<file path="config.mk">
export PLATFORM = sky130hd
export DESIGN_NAME = pll_clock_mode_generator
export DESIGN_NICKNAME = d
export VERILOG_FILES = /design/src/design/clock_mode_pkg.sv /design/src/design/pll_clock_mode_generator.sv /design/src/design/pll_lock_timer.sv
export VERILOG_INCLUDE_DIRS = /design/src /design/src/design
export SDC_FILE = /design/constraint.sdc
export NUM_CORES = 1
export LEC_CHECK = 0
export ABC_AREA = 1
export BUFFER_PORTS_ARGS = -buffer_cell sky130_fd_sc_hd__buf_2
export CORE_UTILIZATION = 50
export DETAILED_ROUTE_END_ITERATION = 8
export GPL_TIMING_DRIVEN = 0
export HOLD_SLACK_MARGIN = 0.06
export PLACE_DENSITY_LB_ADDON = 0.2
export SLEW_MARGIN = 40
export SYNTH_ARGS = -nofsm -noshare
export SYNTH_HDL_FRONTEND = slang
export SYNTH_HIERARCHICAL = 1
export SYNTH_SLANG_ARGS = --single-unit
</file>
<file path="constraint.sdc">
create_clock -name ref_clk -period 5.15 [get_ports ref_clk]
set_input_delay 0.2575 -clock ref_clk [delete_from_list [all_inputs] [get_ports ref_clk]]
set_output_delay 0.2575 -clock ref_clk [all_outputs]
set_load 0.01 [all_outputs]
</file>
<file path="src/design/clock_mode_map.svh">
// Overview of operation
// - divider mode derives internal clocks by dividing the reference clock by two or four
// - pll mode multiplies the reference by one of 31 selectable ratios
// - divider mode offers divide by 2 or 4; pll may be powered down
// - programmable lock timer holds off the switch to pll clocking until lock
// - pll first acquires lock, then keeps tracking the input
// - 16-bit software-writable clock mode register at address 0058h
// - reset value of the clock mode register depends only on the three mode pins
// - pins 0,0,0 reset the register to 0000h, pll and oscillator off
// - pins 0,0,1 reset the register to 9007h, pll times ten, oscillator on
// - pins 0,1,0 reset the register to 4007h, pll times five, oscillator on
// - pins 1,0,0 reset the register to 1007h, pll times two, oscillator on
// - pins 1,1,0 reset the register to f007h, pll times one, oscillator on
// - pins 1,1,1 reset the register to 0000h, pll off, oscillator on
// - pins 1,0,1 reset the register to f000h, divide by four, oscillator on
// - mode pins are sampled while reset is held; the outside keeps them steady
// - software writes after reset reconfigure the clock generation mode
// - oscillator enable always follows the pins; other settings ignore later pin changes
`ifndef CLOCK_MODE_MAP_SVH
`define CLOCK_MODE_MAP_SVH

// register address and data width
`define CLK_MODE_ADDR 16'h0058
`define CLK_MODE_W 16

// field positions inside the clock mode register
`define CLK_MUL_HI 15
`define CLK_MUL_LO 12
`define CLK_HALF_BIT 11
`define CLK_COUNT_HI 10
`define CLK_COUNT_LO 3
`define CLK_ONOFF_BIT 2
`define CLK_NDIV_BIT 1
`define CLK_STATUS_BIT 0

// multiplier code that selects unity gain, or divide by four in divider mode
`define CLK_MUL_QUARTER 4'hf

// reset values chosen by the mode pins
`define CLK_RST_000 16'h0000
`define CLK_RST_001 16'h9007
`define CLK_RST_010 16'h4007
`define CLK_RST_100 16'h1007
`define CLK_RST_110 16'hf007
`define CLK_RST_111 16'h0000
`define CLK_RST_101 16'hf000
`define CLK_RST_011 16'h0000

// pin pattern that switches the oscillator off
`define CLK_PINS_OSC_OFF 3'b000

// lock timer: reference cycles per unit of the lock count field
`define CLK_LOCK_TICK 12'h010
`define CLK_LOCK_W 12

`endif

</file>
<file path="src/design/clock_mode_pkg.sv">
package clock_mode_pkg;

   // clocking state of the generator
   typedef enum logic [1:0] {
      ST_DIV = 2'b00,
      ST_ACQUIRE = 2'b01,
      ST_LOCKED = 2'b10
   } pll_state_t;

   // state of the lock timer
   typedef struct packed {
      logic [11:0] cnt;
      logic busy;
      logic done;
   } lock_timer_t;

   // state of the clock mode generator
   typedef struct packed {
      logic [2:0] pinSync1;
      logic [2:0] pinSync2;
      logic [15:1] modeReg;
      pll_state_t state;
      logic divCnt;
      logic divClk;
      logic divQuarter;
      logic selPll;
      logic divClkOut;
      logic [15:0] rdData;
      logic rdValid;
      logic oscEn;
      logic pllOn;
      logic [3:0] mul;
      logic half;
      logic locked;
   } clk_gen_t;

endpackage

</file>
<file path="src/design/pll_clock_mode_generator.sv">
`timescale 1ns/100ps
`include "clock_mode_map.svh"

module pll_clock_mode_generator
   import clock_mode_pkg::*;
#(
   parameter int ADDR_W = 16,
   parameter logic [11:0] LOCK_TICK = `CLK_LOCK_TICK
) (
   input wire logic ref_clk,
   input wire logic rst,
   input wire logic clkEn,
   input wire logic modeSelectPinOne,
   input wire logic modeSelectPinTwo,
   input wire logic modeSelectPinThree,
   input wire logic [ADDR_W-1:0] memAddr,
   input wire logic memWrite,
   input wire logic memRead,
   input wire logic [15:0] memWrData,
   output logic [15:0] memRdData,
   output logic memRdValid,
   output logic oscEnable,
   output logic pllPowerOn,
   output logic [3:0] pllMultiplier,
   output logic pllHalfRatio,
   output logic pllLocked,
   output logic masterSelPll,
   output logic divClkOut
);

   clk_gen_t gen_reg;
   clk_gen_t gen_next;
   logic timerStart;
   logic timerDone;
   logic [15:0] strapVal;
   logic wrHit;
   logic divFall;

   // clock mode register value selected by the pins at reset
   function automatic logic [15:0] strapValue(input logic [2:0] pins);
      logic [15:0] val;
      val = `CLK_RST_000;
      case (pins)
         3'b000: val = `CLK_RST_000;
         3'b001: val = `CLK_RST_001;
         3'b010: val = `CLK_RST_010;
         3'b100: val = `CLK_RST_100;
         3'b110: val = `CLK_RST_110;
         3'b111: val = `CLK_RST_111;
         3'b101: val = `CLK_RST_101;
         3'b011: val = `CLK_RST_011;
         default: val = `CLK_RST_000;
      endcase
      return val;
   endfunction

   // address match for the clock mode register
   function automatic logic isModeAddr(input logic [ADDR_W-1:0] addr);
      return (addr == ADDR_W'(`CLK_MODE_ADDR));
   endfunction

   // divider ratio is a quarter when the multiplier field holds all ones
   function automatic logic quarterRatio(input logic [3:0] mulField);
      return (mulField == `CLK_MUL_QUARTER);
   endfunction

   // timer that holds off pll clocking until lock
   pll_lock_timer #(
      .LOCK_TICK(LOCK_TICK)
   ) u_lock_timer (
      .ref_clk(ref_clk),
      .rst(rst),
      .clkEn(clkEn),
      .start(timerStart),
      .lockCount(memWrData[`CLK_COUNT_HI:`CLK_COUNT_LO]),
      .busy(),
      .done(timerDone)
   );

   // next-state logic for the whole generator
   always_comb begin
      gen_next = gen_reg;
      timerStart = 1'b0;
      strapVal = strapValue(gen_reg.pinSync2);
      wrHit = memWrite && isModeAddr(memAddr);
      divFall = gen_reg.divClk && (!gen_reg.divQuarter || gen_reg.divCnt);
      if (clkEn) begin
         // mode pins cross in through two flip-flops
         gen_next.pinSync1 = {modeSelectPinOne, modeSelectPinTwo, modeSelectPinThree};
         gen_next.pinSync2 = gen_reg.pinSync1;

         // oscillator enable tracks the pins in and out of reset
         gen_next.oscEn = (gen_reg.pinSync2 != `CLK_PINS_OSC_OFF);
         gen_next.rdValid = 1'b0;

         if (rst) begin
            // register loads from the pins for as long as reset is held
            gen_next.modeReg = strapVal[15:1];
            gen_next.state = strapVal[`CLK_NDIV_BIT] ? ST_LOCKED : ST_DIV;
            gen_next.selPll = strapVal[`CLK_NDIV_BIT];
            gen_next.divCnt = 1'b0;
            gen_next.divClk = 1'b0;
            gen_next.divQuarter = quarterRatio(strapVal[`CLK_MUL_HI:`CLK_MUL_LO]);
            gen_next.rdData = 16'h0000;
         end else begin
            // software write; later pin changes no longer reach these bits
            if (wrHit) begin
               gen_next.modeReg = memWrData[15:1];
            end

            // read returns stored bits plus live pll status
            if (memRead) begin
               gen_next.rdValid = 1'b1;
               if (isModeAddr(memAddr)) begin
                  gen_next.rdData = {gen_reg.modeReg, (gen_reg.state == ST_LOCKED)};
               end else begin
                  gen_next.rdData = 16'h0000;
               end
            end

            // clocking state machine
            case (gen_reg.state)
               ST_DIV: begin
                  if (wrHit && memWrData[`CLK_NDIV_BIT]) begin
                     gen_next.state = ST_ACQUIRE;
                     timerStart = 1'b1;
                  end
               end
               ST_ACQUIRE: begin
                  if (wrHit && !memWrData[`CLK_NDIV_BIT]) begin
                     gen_next.state = ST_DIV;
                  end else if (wrHit) begin
                     timerStart = 1'b1;
                  end else if (timerDone) begin
                     gen_next.state = ST_LOCKED;
                  end
               end
               ST_LOCKED: begin
                  if (wrHit && !memWrData[`CLK_NDIV_BIT]) begin
                     gen_next.state = ST_DIV;
                  end else if (wrHit) begin
                     // new ratio needs a fresh acquisition
                     gen_next.state = ST_ACQUIRE;
                     timerStart = 1'b1;
                  end
               end
               default: begin
                  gen_next.state = ST_DIV;
               end
            endcase

            // divider: halves the reference, or quarters it on request
            if (divFall) begin
               gen_next.divClk = 1'b0;
               gen_next.divCnt = 1'b0;
               // ratio changes only at a falling edge so no phase is cut short
               gen_next.divQuarter = quarterRatio(gen_reg.modeReg[`CLK_MUL_HI:`CLK_MUL_LO]);
            end else if (gen_reg.divClk) begin
               gen_next.divCnt = 1'b1;
            end else if (!gen_reg.divQuarter || gen_reg.divCnt) begin
               gen_next.divClk = 1'b1;
               gen_next.divCnt = 1'b0;
            end else begin
               gen_next.divCnt = 1'b1;
            end

            // source select moves only while the divided clock is low
            if (!gen_reg.divClk) begin
               gen_next.selPll = (gen_reg.state == ST_LOCKED);
            end
         end

         // divided clock is gated off while the pll drives the master clock
         gen_next.divClkOut = gen_next.divClk && !gen_next.selPll;

         // pll controls from the register fields
         gen_next.pllOn = gen_next.modeReg[`CLK_ONOFF_BIT] || gen_next.modeReg[`CLK_NDIV_BIT];
         gen_next.mul = gen_next.modeReg[`CLK_MUL_HI:`CLK_MUL_LO];
         gen_next.half = gen_next.modeReg[`CLK_HALF_BIT];
         gen_next.locked = (gen_next.state == ST_LOCKED);
      end
   end

   // single register for all generator state except the lock timer, which keeps its own
   always_ff @(posedge ref_clk) begin
      gen_reg <= gen_next;
   end

   // outputs straight from flip-flops
   assign memRdData = gen_reg.rdData;
   assign memRdValid = gen_reg.rdValid;
   assign oscEnable = gen_reg.oscEn;
   assign pllPowerOn = gen_reg.pllOn;
   assign pllMultiplier = gen_reg.mul;
   assign pllHalfRatio = gen_reg.half;
   assign pllLocked = gen_reg.locked;
   assign masterSelPll = gen_reg.selPll;
   assign divClkOut = gen_reg.divClkOut;

endmodule

</file>
<file path="src/design/pll_lock_timer.sv">
`timescale 1ns/100ps
`include "clock_mode_map.svh"

module pll_lock_timer
   import clock_mode_pkg::*;
#(
   parameter logic [11:0] LOCK_TICK = `CLK_LOCK_TICK
) (
   input wire logic ref_clk,
   input wire logic rst,
   input wire logic clkEn,
   input wire logic start,
   input wire logic [7:0] lockCount,
   output logic busy,
   output logic done
);

   lock_timer_t timer_reg;
   lock_timer_t timer_next;

   // load on start, count down, flag expiry until the next start
   always_comb begin
      timer_next = timer_reg;
      if (rst) begin
         timer_next = '0;
      end else if (clkEn) begin
         if (start) begin
            timer_next.cnt = 12'(lockCount) * LOCK_TICK;
            timer_next.busy = (lockCount != 8'h00);
            timer_next.done = (lockCount == 8'h00);
         end else if (timer_reg.busy) begin
            timer_next.cnt = timer_reg.cnt - 12'h001;
            if (timer_reg.cnt == 12'h001) begin
               timer_next.busy = 1'b0;
               timer_next.done = 1'b1;
            end
         end
      end
   end

   always_ff @(posedge ref_clk) begin
      timer_reg <= timer_next;
   end

   assign busy = timer_reg.busy;
   assign done = timer_reg.done;

endmodule

</file>
==> summary.md <==
| Metric | Value |
|---|---|
| Worst setup SP type | `flop` |
| Reg clk slew, reported paths | `0.08 ns` |
| Fin. max-slew vios | `0` |
| Clock sink count | `67` |
| Num ports | `67` |
| Vias in the first global route | `2,724` |
| Worst Hold Class | `input pin to flop` |
| Die height | `86.9 um` |
| Outcome | `finished, final reports clean` |
| Largest register FFs | `26` |
| GR Util All Layers | `0.205` |
| Syn Area/Cell | `8.59 um2` |
| Drt total wl | `7.00 mm` |
| First-pass detailed-route iteration total | `4` |
| First-pass GRT wire length | `11.9 mm` |
| Htree depth | `3` |
| Initial antenna violation count | `0` |
| Setup TNS Final | `0 ns` |
| Top cell type's share of synthesized area | `0.400` |
| IO Port Bufs | `65` |
| Grt total ovfl | `0` |
| Post-CTS sizing | `0` |
| Worst ir drop on vdd | `0.000181 V` |
| Diodes inserted | `0` |
| Setup Fix Bufs, Post-CTS | `0` |
| Final period utilization | `0.420` |
| Average via count per standard cell | `4.84` |
| Relative slew slack | `0.538` |
| Crit path max fanout | `10` |
| Clock root cell | `clkbuf_8` |
| Synth area leader | `edfxtp_1` |
| Critical path class | `flop to flop` |
| Cells after Synth | `419` |
| Final ANT Viol Nets | `0` |
| Register area share after synthesis | `0.506` |
| Final hold slack | `0.105 ns` |
| Horiz. Die Dim | `86.9 um` |
| Worst-margin pin slew | `0.694 ns` |
| Final setup fails | `0` |
| Yosys warnings | `6` |
| P&R area growth vs syn | `18.7%` |
| Die area | `0.00754 mm2` |
| Fmax | `462 MHz` |
| #FFs+latches synth | `67` |
| Final net count | `545` |
| Skew final | `0.00891 ns` |
| CP required | `5.37 ns` |
| Syn_nets | `469` |
| Buffer depth of the longest clock path | `2` |
| Skew-Pair Late Insertion Delay | `0.33 ns` |
| Wire per inst | `11.7 um` |
| DRC viols | `0` |
| 1st-iter DRT viols | `128` |
| Pre-CTS setup slack | `2.75 ns` |
| Synth top area cells | `edfxtp_1, dfxtp_1, nand2_1` |
| Minimum clock period | `2.16 ns` |
| Post-DP HPWL | `5.17 mm` |
| Synth cell types | `33` |
| Core area | `0.00687 mm2` |
| Number of buffers created by CTS | `9` |
| CP endpoint kind | `flop` |
| Share of cells above drive strength 1 | `0.280` |
| Critical path arrival | `2.39 ns` |
| CTS tree | `built` |
| Vias | `2,883` |
| Final hold viol count | `0` |
| Initial Util | `0.524` |
| Setup repair after global routing missed its margin | `false` |
| RePlAce Congestion | `0.879` |
| Hold buffers post-CTS | `0` |
| Standard-cell rows | `30` |
| Worst setup margin | `2.99 ns` |
| Cell total after placement | `580` |
| Leak | `1.94 nW` |
| Max-Cap Viols | `0` |
| Final Instance Count excl. Fillers | `596` |
| Post-Syn Area | `0.00360 mm2` |
| Post-Route Utilization | `0.622` |
| Largest net degree at the start of global routing | `30` |
| Power per cell area | `284 mW/mm2` |
[critical path: stages, from the launching register on]
cell      delay (ns)
edfxtp_1        0.43
ha_1            0.22
nor2_1          0.15
o21ai_0         0.13
nor3_1          0.44
nor2_1          0.08
inv_1           0.11
nand2_2         0.09
buf_6           0.18
a21oi_1         0.16
a21oi_1         0.09
[cell type report]
cell class	count	area [um2]
plain buffers	28	215
fillers	596	2600
repair buffers	65	325
clock buffers	9	124
clock inverters	7	91.3
well taps	96	120
multi-input cells	267	1360
flip-flops and latches	67	1820
inverters	57	214
[final timing paths]
check	start	depth (start not counted)	end	slack, ns
worst max-delay path	gen_reg[30]	10	u_lock_timer/timer_reg[9]	2.99
worst min-delay path	modeSelectPinOne	1	gen_reg[52]	0.11
worst max register to register	gen_reg[30]	10	u_lock_timer/timer_reg[9]	2.99
worst min register to register	gen_reg[51]	0	gen_reg[48]	0.45
[cell families after synthesis]
group / after synthesis / synth area share
compound gates: 61 / 0.0942
fa+ha+maj: 10 / 0.0348
buf+inv: 85 / 0.119
flops: 67 / 0.506
simple gates: 196 / 0.246
[layer usage]
layer / track usage / vias up / share of wire
met5: 0 / - / 0
met4: 0.0970 / 0 / 0.014
li1: - / 1495 / -
met3: 0.0351 / 8 / 0.041
met1: 0.248 / 1300 / 0.43
met2: 0.356 / 80 / 0.51
[metrics by stage]
step / cell area, um2 / total power [mW]
after floorplan: 3600 / 0.703
after global placement: 4050 / 0.749
after detailed placement: 4050 / 0.753
after CTS: 4260 / 1.22
after global routing: 4270 / 1.26
final: 4270 / 1.21
[synthesized netlist by cell type, drive strengths merged]
cell,number
nand2,87
nor2,69
inv,57
edfxtp,48
o21ai,28
buf,27
a21oi,24
dfxtp,19
nand3,19
nor3,12
ha,10
or2,5
nand4,3
o21a,3
a21boi,2
a2111oi,1
a31oi,1
and3,1
clkbuf,1
o211ai,1
o22ai,1
[cell usage in the layout (no fill, tap or decap), types with 3 or more instances in the layout]
cell type  synthesis  layout
nand2_1           80      80
buf_2              2      67
inv_1             55      55
nor2_1            51      51
edfxtp_1          48      48
o21ai_0           26      26
a21oi_1           24      23
buf_4             22      22
dfxtp_1           19      19
nand3_1           18      18
nor2_2            15      15
nor3_1            12      12
clkbuf_8           1      10
ha_1              10      10
nand2_2            6       6
nand4_1            3       3
nor2_4             3       3
o21a_1             3       3
[power breakdown]
group	total (mW)	internal, mW	switching, mW
Clock	0.472	0.272	0.200
Combinational	0.124	0.0503	0.0734
Sequential	0.619	0.609	0.0100
Total	1.21	0.931	0.284
(Power assumes the default switching activity.)
